## config.mk

```make
export PLATFORM = sky130hd
export DESIGN_NAME = pwm_duty_phase_trigger
export DESIGN_NICKNAME = d
export VERILOG_FILES = /design/src/design/pwm_pkg.sv /design/src/design/pwm_duty_phase_trigger.sv /design/src/design/trig_postscaler.sv
export SDC_FILE = /design/constraint.sdc
export NUM_CORES = 1
export LEC_CHECK = 0
export BUFFER_PORTS_ARGS = -buffer_cell sky130_fd_sc_hd__buf_2
export CORE_ASPECT_RATIO = 1.5
export CORE_UTILIZATION = 55
export DETAILED_ROUTE_END_ITERATION = 10
export GPL_TIMING_DRIVEN = 1
export PLACE_DENSITY = 0.74
export SYNTH_ARGS = -nofsm -noshare
export SYNTH_HDL_FRONTEND = slang
export SYNTH_SLANG_ARGS = --single-unit
```

## constraint.sdc

```tcl
create_clock -name clk -period 4.8 [get_ports clk]
set_input_delay 0.72 -clock clk [delete_from_list [all_inputs] [get_ports clk]]
set_output_delay 0.72 -clock clk [all_outputs]
set_load 0.005 [all_outputs]
```

## src/design/pwm_pkg.sv

```systemverilog
package pwm_pkg;
  // -----------------------------------------------------------------
  // register bus
  // -----------------------------------------------------------------
  localparam int addr_width = 8;
  localparam int data_width = 16;
  localparam logic [7:0] duty_value_addr = 8'h00;
  localparam logic [7:0] phase_offset_addr = 8'h02;
  localparam logic [7:0] trigger_control_addr = 8'h04;
  localparam logic [7:0] generator_control_addr = 8'h06;
  localparam logic [7:0] output_control_addr = 8'h08;
  localparam logic [7:0] period_value_addr = 8'h0a;
  localparam logic [7:0] irq_status_addr = 8'h0c;
  localparam logic [7:0] irq_mask_addr = 8'h0e;
  localparam logic [15:0] reg_reset = 16'h0000;
  // -----------------------------------------------------------------
  // field positions
  // -----------------------------------------------------------------
  localparam int gen_enable_bit = 15;
  localparam int independent_period_select_bit = 9;
  localparam int output_pairing_hi = 11;
  localparam int output_pairing_lo = 10;
  localparam int trigger_divide_hi = 15;
  localparam int trigger_divide_lo = 12;
  localparam int trigger_start_delay_hi = 5;
  localparam int trigger_start_delay_lo = 0;
  localparam logic [15:0] trigger_control_mask = 16'hf03f;
  localparam logic [15:0] generator_control_mask = 16'h8200;
  localparam logic [15:0] output_control_mask = 16'h0c00;
  // -----------------------------------------------------------------
  // interrupt status bits
  // -----------------------------------------------------------------
  localparam int irq_cycle_bit = 0;
  localparam int irq_trigger_bit = 1;
  localparam logic [15:0] irq_bits_mask = 16'h0003;
  // -----------------------------------------------------------------
  // output pairing encodings
  // -----------------------------------------------------------------
  localparam logic [1:0] pairing_complementary = 2'h0;
  localparam logic [1:0] pairing_redundant = 2'h1;
  localparam logic [1:0] pairing_push_pull = 2'h2;
  localparam logic [1:0] pairing_independent = 2'h3;
endpackage

```

## src/design/pwm_duty_phase_trigger.sv

```systemverilog
// What this block does
// - software-written 16-bit duty value compared with time base forms output pulse
// - independent-period select low: phase register shifts outputs in pairings 00, 01, 10
// - independent-period select high: phase register is this generator's own period in pairings 00, 01, 10
// - trigger output passes every (n+1)th trigger event, n the 4-bit divide field
// - after enable, wait start-delay PWM cycles (0 to 63) before first trigger event
// - secondary generator never raises trigger interrupts; only primary does
//
// Decided for this implementation: the strobed register port and the register addresses.
`timescale 1ns/1ps
`default_nettype none
module pwm_duty_phase_trigger
  import pwm_pkg::*;
#(
  parameter bit secondary_gen = 1'b0
)
(
  input wire logic clk,
  input wire logic rst_b,
  input wire logic [7:0] addr,
  input wire logic [15:0] wr_data,
  input wire logic wr_en,
  input wire logic rd_en,
  output logic [15:0] rd_data,
  output logic high_side_output,
  output logic low_side_output,
  output logic trigger_out,
  output logic irq
);
  // -----------------------------------------------------------------
  // registers
  // -----------------------------------------------------------------
  logic [15:0] duty_value_q;
  logic [15:0] phase_offset_q;
  logic [15:0] trigger_control_q;
  logic [15:0] generator_control_q;
  logic [15:0] output_control_q;
  logic [15:0] period_value_q;
  logic [15:0] irq_status_q;
  logic [15:0] irq_status_d;
  logic [15:0] irq_mask_q;
  logic [15:0] rd_data_d;

  logic gen_en;
  logic ipsel;
  logic [1:0] pairing;
  logic [3:0] trigger_divide;
  logic [5:0] trigger_start_delay;

  assign gen_en = generator_control_q[gen_enable_bit];
  assign ipsel = generator_control_q[independent_period_select_bit];
  assign pairing = output_control_q[output_pairing_hi:output_pairing_lo];
  assign trigger_divide = trigger_control_q[trigger_divide_hi:trigger_divide_lo];
  assign trigger_start_delay =
    trigger_control_q[trigger_start_delay_hi:trigger_start_delay_lo];

  always_ff @(posedge clk)
  begin
    if (!rst_b)
      duty_value_q <= reg_reset;
    else if (wr_en && addr == duty_value_addr)
      duty_value_q <= wr_data;
  end

  always_ff @(posedge clk)
  begin
    if (!rst_b)
    begin
      phase_offset_q <= reg_reset;
      trigger_control_q <= reg_reset;
      generator_control_q <= reg_reset;
      output_control_q <= reg_reset;
      period_value_q <= reg_reset;
      irq_mask_q <= reg_reset;
    end
    else if (wr_en)
    begin
      if (addr == phase_offset_addr)
        phase_offset_q <= wr_data;
      else if (addr == trigger_control_addr)
        trigger_control_q <= wr_data & trigger_control_mask;
      else if (addr == generator_control_addr)
        generator_control_q <= wr_data & generator_control_mask;
      else if (addr == output_control_addr)
        output_control_q <= wr_data & output_control_mask;
      else if (addr == period_value_addr)
        period_value_q <= wr_data;
      else if (addr == irq_mask_addr)
        irq_mask_q <= wr_data & irq_bits_mask;
    end
  end

  always_comb
  begin
    rd_data_d = 16'h0000;
    if (addr == duty_value_addr)
      rd_data_d = duty_value_q;
    else if (addr == phase_offset_addr)
      rd_data_d = phase_offset_q;
    else if (addr == trigger_control_addr)
      rd_data_d = trigger_control_q;
    else if (addr == generator_control_addr)
      rd_data_d = generator_control_q;
    else if (addr == output_control_addr)
      rd_data_d = output_control_q;
    else if (addr == period_value_addr)
      rd_data_d = period_value_q;
    else if (addr == irq_status_addr)
      rd_data_d = irq_status_q;
    else if (addr == irq_mask_addr)
      rd_data_d = irq_mask_q;
  end

  // read data valid only in the cycle after the strobe
  always_ff @(posedge clk)
  begin
    if (!rst_b)
      rd_data <= 16'h0000;
    else if (rd_en)
      rd_data <= rd_data_d;
    else
      rd_data <= 16'h0000;
  end

  // -----------------------------------------------------------------
  // enable edge
  // -----------------------------------------------------------------
  logic en_prev_q;
  logic start;

  always_ff @(posedge clk)
  begin
    if (!rst_b)
      en_prev_q <= 1'b0;
    else
      en_prev_q <= gen_en;
  end

  assign start = gen_en && !en_prev_q;

  // -----------------------------------------------------------------
  // time base
  // -----------------------------------------------------------------
  logic [15:0] cnt_q;
  logic [15:0] period_sel;
  logic phase_used;
  logic cycle_end;
  logic pp_q;

  assign phase_used = (pairing != pairing_independent);
  assign period_sel = (ipsel && phase_used) ? phase_offset_q : period_value_q;
  assign cycle_end = gen_en && !start && (cnt_q >= period_sel);

  always_ff @(posedge clk)
  begin
    if (!rst_b || !gen_en)
      cnt_q <= 16'h0000;
    else if (start)
      cnt_q <= (phase_used && !ipsel) ? phase_offset_q : 16'h0000;
    else if (cycle_end)
      cnt_q <= 16'h0000;
    else
      cnt_q <= cnt_q + 16'h0001;
  end

  // push-pull alternates sides each cycle
  always_ff @(posedge clk)
  begin
    if (!rst_b || !gen_en)
      pp_q <= 1'b0;
    else if (cycle_end)
      pp_q <= !pp_q;
  end

  // -----------------------------------------------------------------
  // outputs
  // -----------------------------------------------------------------
  logic pulse;

  assign pulse = (cnt_q < duty_value_q);

  always_ff @(posedge clk)
  begin
    if (!rst_b || !gen_en)
    begin
      high_side_output <= 1'b0;
      low_side_output <= 1'b0;
    end
    else
    begin
      case (pairing)
        pairing_complementary:
        begin
          high_side_output <= pulse;
          low_side_output <= !pulse;
        end
        pairing_redundant:
        begin
          high_side_output <= pulse;
          low_side_output <= pulse;
        end
        pairing_push_pull:
        begin
          high_side_output <= pulse && !pp_q;
          low_side_output <= pulse && pp_q;
        end
        default:
        begin
          high_side_output <= pulse;
          low_side_output <= 1'b0;
        end
      endcase
    end
  end

  // -----------------------------------------------------------------
  // trigger
  // -----------------------------------------------------------------
  logic trig_pulse;

  trig_postscaler u_post
  (
    .clk(clk),
    .rst_b(rst_b),
    .restart(start),
    .event_in(cycle_end),
    .divide(trigger_divide),
    .start_delay(trigger_start_delay),
    .trig_out(trig_pulse)
  );

  always_ff @(posedge clk)
  begin
    if (!rst_b)
      trigger_out <= 1'b0;
    else
      trigger_out <= trig_pulse;
  end

  // -----------------------------------------------------------------
  // interrupts
  // -----------------------------------------------------------------
  always_comb
  begin
    irq_status_d = irq_status_q;
    if (rd_en && addr == irq_status_addr)
      irq_status_d = 16'h0000;
    // set wins over read clear
    if (cycle_end)
      irq_status_d[irq_cycle_bit] = 1'b1;
    if (trig_pulse && !secondary_gen)
      irq_status_d[irq_trigger_bit] = 1'b1;
  end

  always_ff @(posedge clk)
  begin
    if (!rst_b)
      irq_status_q <= reg_reset;
    else
      irq_status_q <= irq_status_d;
  end

  always_ff @(posedge clk)
  begin
    if (!rst_b)
      irq <= 1'b0;
    else
      irq <= |(irq_status_d & irq_mask_q);
  end

  // -----------------------------------------------------------------
  // checks
  // -----------------------------------------------------------------
  property p_duty_high;
    @(posedge clk) disable iff (!rst_b)
      (gen_en && pairing == pairing_redundant && pulse) |=> (high_side_output && low_side_output);
  endproperty
  a_duty_high: assert property (p_duty_high)
    else $error("outputs not high inside duty window");

  property p_complement;
    @(posedge clk) disable iff (!rst_b)
      (gen_en && $past(gen_en) && pairing == pairing_complementary
        && $stable(pairing)) |-> (high_side_output != low_side_output);
  endproperty
  a_complement: assert property (p_complement)
    else $error("complementary outputs overlap");

  property p_phase_load;
    @(posedge clk) disable iff (!rst_b)
      (start && !ipsel && phase_used) |=> (cnt_q == $past(phase_offset_q));
  endproperty
  a_phase_load: assert property (p_phase_load)
    else $error("phase shift not applied at enable");

  property p_own_period;
    @(posedge clk) disable iff (!rst_b)
      (gen_en && !start && ipsel && phase_used && cnt_q == phase_offset_q)
        |=> (cnt_q == 16'h0000);
  endproperty
  a_own_period: assert property (p_own_period)
    else $error("independent period not honoured");

  property p_trig_follows;
    @(posedge clk) disable iff (!rst_b)
      trig_pulse |=> trigger_out;
  endproperty
  a_trig_follows: assert property (p_trig_follows)
    else $error("trigger output lost");

  property p_no_trig_at_start;
    @(posedge clk) disable iff (!rst_b)
      start |=> !trigger_out ##1 !trigger_out;
  endproperty
  a_no_trig_at_start: assert property (p_no_trig_at_start)
    else $error("trigger right after enable");

  property p_secondary_quiet;
    @(posedge clk) disable iff (!rst_b)
      secondary_gen |-> !irq_status_q[irq_trigger_bit];
  endproperty
  a_secondary_quiet: assert property (p_secondary_quiet)
    else $error("secondary raised trigger interrupt");

  property p_primary_flag;
    @(posedge clk) disable iff (!rst_b)
      (!secondary_gen && trig_pulse) |=> irq_status_q[irq_trigger_bit];
  endproperty
  a_primary_flag: assert property (p_primary_flag)
    else $error("primary trigger not flagged");

  property p_start_clear;
    @(posedge clk) disable iff (!rst_b)
      start |=> !trig_pulse;
  endproperty
  a_start_clear: assert property (p_start_clear)
    else $error("postscaler not restarted on enable");

  c_trigger: cover property (@(posedge clk) disable iff (!rst_b) trigger_out);
  c_irq: cover property (@(posedge clk) disable iff (!rst_b) irq);
  c_own_period: cover property (@(posedge clk) disable iff (!rst_b) cycle_end && ipsel);
  c_push_pull: cover property (@(posedge clk) disable iff (!rst_b)
    low_side_output && pairing == pairing_push_pull);
endmodule
`default_nettype wire

```

## src/design/trig_postscaler.sv

```systemverilog
`timescale 1ns/1ps
`default_nettype none
module trig_postscaler
  import pwm_pkg::*;
(
  input wire logic clk,
  input wire logic rst_b,
  input wire logic restart,
  input wire logic event_in,
  input wire logic [3:0] divide,
  input wire logic [5:0] start_delay,
  output logic trig_out
);
  logic [5:0] delay_cnt_q;
  logic [3:0] div_q;
  logic armed;

  assign armed = (delay_cnt_q >= start_delay);

  always_ff @(posedge clk)
  begin
    if (!rst_b || restart)
      delay_cnt_q <= 6'h00;
    else if (event_in && !armed)
      delay_cnt_q <= delay_cnt_q + 6'h01;
  end

  always_ff @(posedge clk)
  begin
    if (!rst_b || restart)
    begin
      div_q <= 4'h0;
      trig_out <= 1'b0;
    end
    else
    begin
      trig_out <= 1'b0;
      if (event_in && armed)
      begin
        if (div_q >= divide)
        begin
          div_q <= 4'h0;
          trig_out <= 1'b1;
        end
        else
          div_q <= div_q + 4'h1;
      end
    end
  end

  // -----------------------------------------------------------------
  // checks
  // -----------------------------------------------------------------
  property p_divide_hold;
    @(posedge clk) disable iff (!rst_b)
      (event_in && armed && !restart && div_q < divide) |=> !trig_out;
  endproperty
  a_divide_hold: assert property (p_divide_hold)
    else $error("trigger passed before divide count reached");

  property p_divide_pass;
    @(posedge clk) disable iff (!rst_b)
      (event_in && armed && !restart && div_q == divide) |=> (trig_out && div_q == 4'h0);
  endproperty
  a_divide_pass: assert property (p_divide_pass)
    else $error("trigger missing at divide count");

  property p_delay_block;
    @(posedge clk) disable iff (!rst_b)
      (event_in && !armed) |=> !trig_out;
  endproperty
  a_delay_block: assert property (p_delay_block)
    else $error("trigger during start delay");

  property p_restart_clear;
    @(posedge clk) disable iff (!rst_b)
      restart |=> (delay_cnt_q == 6'h00 && div_q == 4'h0 && !trig_out);
  endproperty
  a_restart_clear: assert property (p_restart_clear)
    else $error("counters not cleared on enable");

  c_trig_after_delay: cover property (@(posedge clk) disable iff (!rst_b)
    (start_delay != 6'h00 && divide != 4'h0) ##1 trig_out);
endmodule
`default_nettype wire

```

==> flow_summary.json, run 1 <==
{
  "outcome": "finished, final reports clean",
  "first_iter_violations": 515,
  "path_cells": "a21oi_2 -> buf_4 -> mux2i_1 -> ha_1 -> nand4_1 -> or4_1 -> o32a_1 -> a21oi_1 -> buf_4 -> and2_1 -> nor3b_1",
  "max_freq_ghz": 0.2744,
  "wl_per_cell_um": 18.75,
  "route.detailed.drc": 0,
  "post_synth_and_or_nand_nor_area_fraction_pct": 19.61,
  "yosysWarnings": 0,
  "timing.setup.tns_ns": 0,
  "switching_power_mw": 0.4555,
  "cpMostUsedCell": "buf_4",
  "synth_top_family_by_area": "compound AO/OA/AOI/OAI gates",
  "synth_seq_area_share_pct": 37.91,
  "synthesis.area_sq_um": 6073,
  "hold_buffers": 0,
  "synth_xor_area_share_pct": 2.163,
  "seqPwrFrac_pct": 45.0,
  "synthAdderAreaFrac_pct": 9.065,
  "grt_first_pass_wirelength_mm": 27.85,
  "port_buffers": 47,
  "worstPathArrival_ns": 3.98,
  "drtPass1Iterations": 5,
  "overflow": 0,
  "setup-violations-final": 0,
  "nFillCells": 917,
  "cp-start-kind": "flip-flop",
  "drv_cap": 0,
  "die_height_um": 130.7,
  "via_per_inst": 6.080,
  "grt_max_degree": 38,
  "clkPwrFrac_pct": 52.2,
  "cts_tree": "done",
  "die_x_um": 87.80,
  "grt.total_usage_pct": 32.22,
  "min_period_ns": 3.645,
  "ir_drop_mv": 0.2347,
  "crit_type": "reg2reg",
  "crit_buf_inv": 2,
  "ant_nets": 0,
  "syn-num-nets": 806,
  "insertion_delay_ns": 0.41,
  "relSlewSlack_pct": 35.02,
  "crit_family": "simple AND/OR/NAND/NOR gates",
  "ioPinCount": 48,
  "start_util_pct": 57.04,
  "vias": 5612,
  "hold_viol_final": 0,
  "p_comb_share_pct": 2.8,
  "worst_pin_slew_ns": 0.9720,
  "synth_common_cells": "nand2_1 (168), dfxtp_1 (115), a21boi_0 (53)",
  "cts_made_buffers": 17,
  "synthFlopType": "dfxtp_1",
  "cts-root-buf": "clkbuf_16",
  "core_sq_um": 10650,
  "switching_share_pct": 21.41,
  "p_per_area_nw_per_um2": 308.3,
  "p_leak_nw": 2.526,
  "synth_seq_cells": 115,
  "slowest_delay_ns": 0.58,
  "final_max_slew_viol_count": 0,
  "crit_path_top_delay_cell": "a21oi_2",
  "clk_pin_slew_ns": 0.05,
  "finalNetCount": 841,
  "rows": 46,
  "synth.area.mux_share_pct": 3.317,
  "synthCells": 734,
  "synth-compound-area-share_pct": 22.95,
  "num_antenna_cells": 0,
  "dpl_worst_slack_ns": 1.247,
  "synth_edf_count": 0,
  "fin_ws_ns": 1.155,
  "area_delta_synth_final_pct": 13.64,
  "hold_class": "reg2reg",
  "antenna_found_initial": 0,
  "die-area_sq_um": 11480,
  "cts.path.max_buffers": 2,
  "synthTopCellsByArea": "dfxtp_1 (38%), nand2_1 (10%), ha_1 (9.1%)",
  "grt_pass1_vias": 5615,
  "syn_area_per_cell_sq_um": 8.274,
  "synth_top_area_share_pct": 37.91,
  "place.detailed.hpwl_mm": 12.08,
  "grt_setup_unrepaired": "no",
  "post-cts-setup-buffer-count": 0,
  "crit_path_end_kind": "flip-flop",
  "skew_ns": 0.007861,
  "drive_above_1_share_pct": 11.42,
  "synth.most_common_cell": "nand2_1",
  "gp_congestion": 0.9167,
  "cp_max_fo": 11,
  "ys_async_sr_fraction_pct": 0,
  "synth_area_leader_cell": "dfxtp_1",
  "htree_levels": 4,
  "intPower_mw": 1.672,
  "worstPathRequired_ns": 5.13,
  "drt_wl_total_mm": 17.31,
  "clock-sinks": 115,
  "cts-resized-gates": 0,
  "min_period_over_period_pct": 75.94,
  "synthDistinctLibCells": 53
}
==> kinds of logic after synthesis <==
group / after synthesis
compound gates: 199
xor+xnor: 15
fa+ha+maj: 44
buf+inv: 74
flops: 115
mux: 20
simple gates: 267
==> flip-flops by register name, summed over array words and instances (netlist names), 2 cells and up <==
name	flops
cnt_q	16
duty_value_q	16
period_value_q	16
phase_offset_q	16
rd_data	16
trigger_control_q	10
u_post.delay_cnt_q	6
u_post.div_q	4
generator_control_q	2
irq_mask_q	2
irq_status_q	2
output_control_q	2
==> routing by layer <==
layer | vias up | share of wire, % | GRT usage, %
li1 | 2645 | - | -
met1 | 2673 | 39 | 36.01
met2 | 236 | 51 | 56.04
met3 | 58 | 5.8 | 6.972
met4 | 0 | 4.4 | 18.13
met5 | - | 0 | 0
==> cell type report <==
type	instances	area [sq um]	area share, %
multi-input combinational	545	3482	50.45
sequential	115	2302	33.36
clock buffer	22	444.2	6.436
timing repair buffer	56	302.8	4.387
tap	144	180.2	2.611
inverter	34	127.6	1.849
clock inverter	7	62.56	0.9065
==> power groups by stage <==
stage               Combinational, mW  Sequential [mW]  Clock [mW]
floorplan                      0.0294            0.977           0
global placement               0.0571            0.977           0
detailed placement             0.0584            0.977           0
CTS                            0.0586            0.957        1.12
global route                   0.0631            0.957        1.16
finish                         0.0599            0.958        1.11
==> final timing paths <==
check | from | to | slack (ns) | cells past startpoint
worst min register to register | u_post.trig_out$_SDFF_PP0_ | trigger_out$_SDFF_PN0_ | 0.47 | 1
worst max register to register | output_control_q[11]$_SDFFE_PN0P_ | u_post.trig_out$_SDFF_PP0_ | 1.16 | 11
worst max-delay path | output_control_q[11]$_SDFFE_PN0P_ | u_post.trig_out$_SDFF_PP0_ | 1.16 | 11
worst min-delay path | u_post.trig_out$_SDFF_PP0_ | trigger_out$_SDFF_PN0_ | 0.47 | 1
==> cell usage in the layout, fill, tap and decap left out, types with 11 or more instances in the layout <==
master and n:
dfxtp_1 115, a21oi_1 44, buf_2 47, ha_1 44
mux2i_1 19, a21o_1 15, nand3_1 28, inv_1 34
nand2_1 168, a22oi_1 21, clkbuf_16 17, a21boi_1 11
nor2_1 23, a21boi_0 53
==> stage by stage <==
stage / cell area [sq um] / hold WS (ns) / instances / power (mW) / util (%)
after floorplan: 6073 / 0.4357 / 734 / 1.006 / -
after global placement: 6395 / 0.4530 / 894 / 1.034 / 60.06
after detailed placement: 6395 / 0.4560 / 894 / 1.035 / 60.06
after CTS: 6902 / 0.4775 / 923 / 2.131 / 64.82
after global routing: 6902 / 0.4992 / 923 / 2.181 / 64.82
final: 6902 / 0.4698 / 923 / 2.128 / 64.82
No activity file was read; power rests on OpenSTA's default activity.
==> run 2, diff against run 1 <==
==> constraint.sdc (replaced) <==
create_clock -name clk -period 3.8 [get_ports clk]
set_input_delay 0.57 -clock clk [delete_from_list [all_inputs] [get_ports clk]]
set_output_delay 0.57 -clock clk [all_outputs]
set_load 0.005 [all_outputs]
==> run 2 against run 1 <==
Net effect:
- setup slack worse by 0.70 ns
- maximum frequency grew 9.0%
- via count rose by 1.9%
- power up 45%
- cell area increased by 2.9%
- clock skew is 0.0015 ns higher
- core utilization up 1.9 points
- critical endpoint is now cnt_q[3]$_SDFF_PP0_
- critical path depth did not move
- first-iteration DRC count decreased by 18%
- die area is the same
- largest power group unchanged
- combinational power is 26% higher
- sequential cell count unchanged
==> flow_summary.json, run 2 (synthesized netlist as in run 1, its figures left out) <==
{
  "p_per_area_nw_per_um2": 434.1,
  "grt.busiest_layer": "met2",
  "post-cts-setup-buffer-count": 0,
  "grt.met2_usage_pct": 53.94,
  "area_delta_synth_final_pct": 16.91,
  "hold_viol_final": 0,
  "core_sq_um": 10650,
  "crit_type": "reg2reg",
  "fin_worst_hold_slack_ns": 0.4248,
  "min_period_ns": 3.345,
  "place.detailed.hpwl_mm": 11.93,
  "worstPathArrival_ns": 3.68,
  "hold_buffers": 0,
  "port_buffers": 47,
  "layout_common_cells": "nand2_1 (168), dfxtp_1 (115), a21boi_0 (53)",
  "crit_path_end_kind": "flip-flop",
  "gp_congestion": 0.9207,
  "die_height_um": 130.7,
  "cts-root-buf": "clkbuf_16",
  "grt_first_pass_wirelength_mm": 27.43,
  "p_leak_nw": 2.634,
  "grt_util_met1_pct": 36.95,
  "cts-resized-gates": 0,
  "die-area_sq_um": 11480,
  "start_util_pct": 57.04,
  "grt_setup_unrepaired": "no",
  "grt_pass1_vias": 5612,
  "clock-sinks": 115,
  "reg2reg_slack_ns": 0.46,
  "via_per_inst": 6.147,
  "ir_drop_mv": 0.3139,
  "worstPathRequired_ns": 4.14,
  "drv_cap": 0,
  "hold_class": "in2reg",
  "grt.total_usage_pct": 31.82,
  "outcome": "finished, final reports clean",
  "finalNetCount": 846,
  "setup-violations-final": 0,
  "drtPass1Iterations": 5,
  "die_x_um": 87.80,
  "skew_ns": 0.009376,
  "grt_use_met3_pct": 6.470,
  "clk_pin_slew_ns": 0.05,
  "htree_levels": 4,
  "cts_made_buffers": 17,
  "rows": 46,
  "drt_wl_total_mm": 17.25,
  "p_total_mw": 3.082,
  "worst_pin_slew_ns": 0.8859,
  "cp_max_fo": 16,
  "timing.setup.tns_ns": 0,
  "num_antenna_cells": 0,
  "relSlewSlack_pct": 40.94,
  "cts_tree": "done",
  "ant_nets": 0,
  "drive_above_1_share_pct": 12.85,
  "wl_per_cell_um": 18.54,
  "max_freq_ghz": 0.2990,
  "ioPinCount": 48,
  "vias": 5717,
  "min_period_over_period_pct": 88.01,
  "antenna_found_initial": 0,
  "final_max_slew_viol_count": 0,
  "insertion_delay_ns": 0.42,
  "grt_max_degree": 37,
  "cp-start-kind": "flip-flop",
  "cts.path.max_buffers": 2,
  "nFillCells": 844,
  "route.detailed.drc": 0,
  "final_common_cell": "nand2_1",
  "first_iter_violations": 422,
  "overflow": 0
}
[run 2: changes by cell type in the layout (fill, tap and decap cells not counted)]
cell	change
clkbuf_8	+5
bufinv_16	+4
clkinv_4	+1
clkinv_2	-2
clkbuf_1	-5
clkinvlp_4	-1
buf_4	+5
[run 2: report_power, final]
part           internal [mW]  switching [mW]  leakage [nW]
combinational         0.0260          0.0496          1.38
sequential              1.21        0.000988         0.926
clock                   1.24           0.554         0.332
total                   2.48           0.604          2.63
[run 2: metal layers]
metal | part of all wire, % | wire (um)
met4 | 4.6 | 798
met3 | 7.5 | 1288
met5 | 0 | 0
met2 | 49 | 8498
met1 | 39 | 6659
[run 2: worst max-delay path: stages, from the launching register on]
cell and delay, ns:
dfxtp_1 0.37, inv_1 0.09, a21oi_2 0.16, buf_4 0.19, mux2_2 0.34, ha_1 0.26, nand2b_1 0.14, a2111oi_0 0.46
o32a_1 0.26, nand3_1 0.49, a21o_1 0.36, a21oi_1 0.15
[run 2: final timing paths]
path / depth (start not counted) / from / endpoint
setup / recovery: 11 / generator_control_q[9]$_SDFFE_PN0P_ / cnt_q[3]$_SDFF_PP0_
hold / removal: 3 / wr_data[6] / phase_offset_q[6]$_SDFFE_PN0P_
setup reg to reg: 11 / generator_control_q[9]$_SDFFE_PN0P_ / cnt_q[3]$_SDFF_PP0_
hold reg to reg: 1 / u_post.trig_out$_SDFF_PP0_ / trigger_out$_SDFF_PN0_
[run 2: layout make-up]
| cell class | count | area (sq um) | area share (%) |
|---|---|---|---|
| well taps | 144 | 180.2 | 2.537 |
| flip-flops and latches | 115 | 2302 | 32.42 |
| clock inverters | 9 | 173.9 | 2.449 |
| clock buffers | 22 | 494.2 | 6.960 |
| repair buffers | 61 | 340.3 | 4.793 |
| multi-input cells | 545 | 3482 | 49.04 |
| inverters | 34 | 127.6 | 1.797 |
[run 2: stage by stage]
stage | worst slack [ns] | area, sq um | cells | utilization, %
floorplan | 0.1764 | 6073 | 734 | -
global placement | 0.5206 | 6432 | 899 | 60.41
detailed placement | 0.5327 | 6432 | 899 | 60.41
CTS | 0.4793 | 7101 | 930 | 66.69
global route | 0.2303 | 7101 | 930 | 66.69
finish | 0.4555 | 7101 | 930 | 66.69
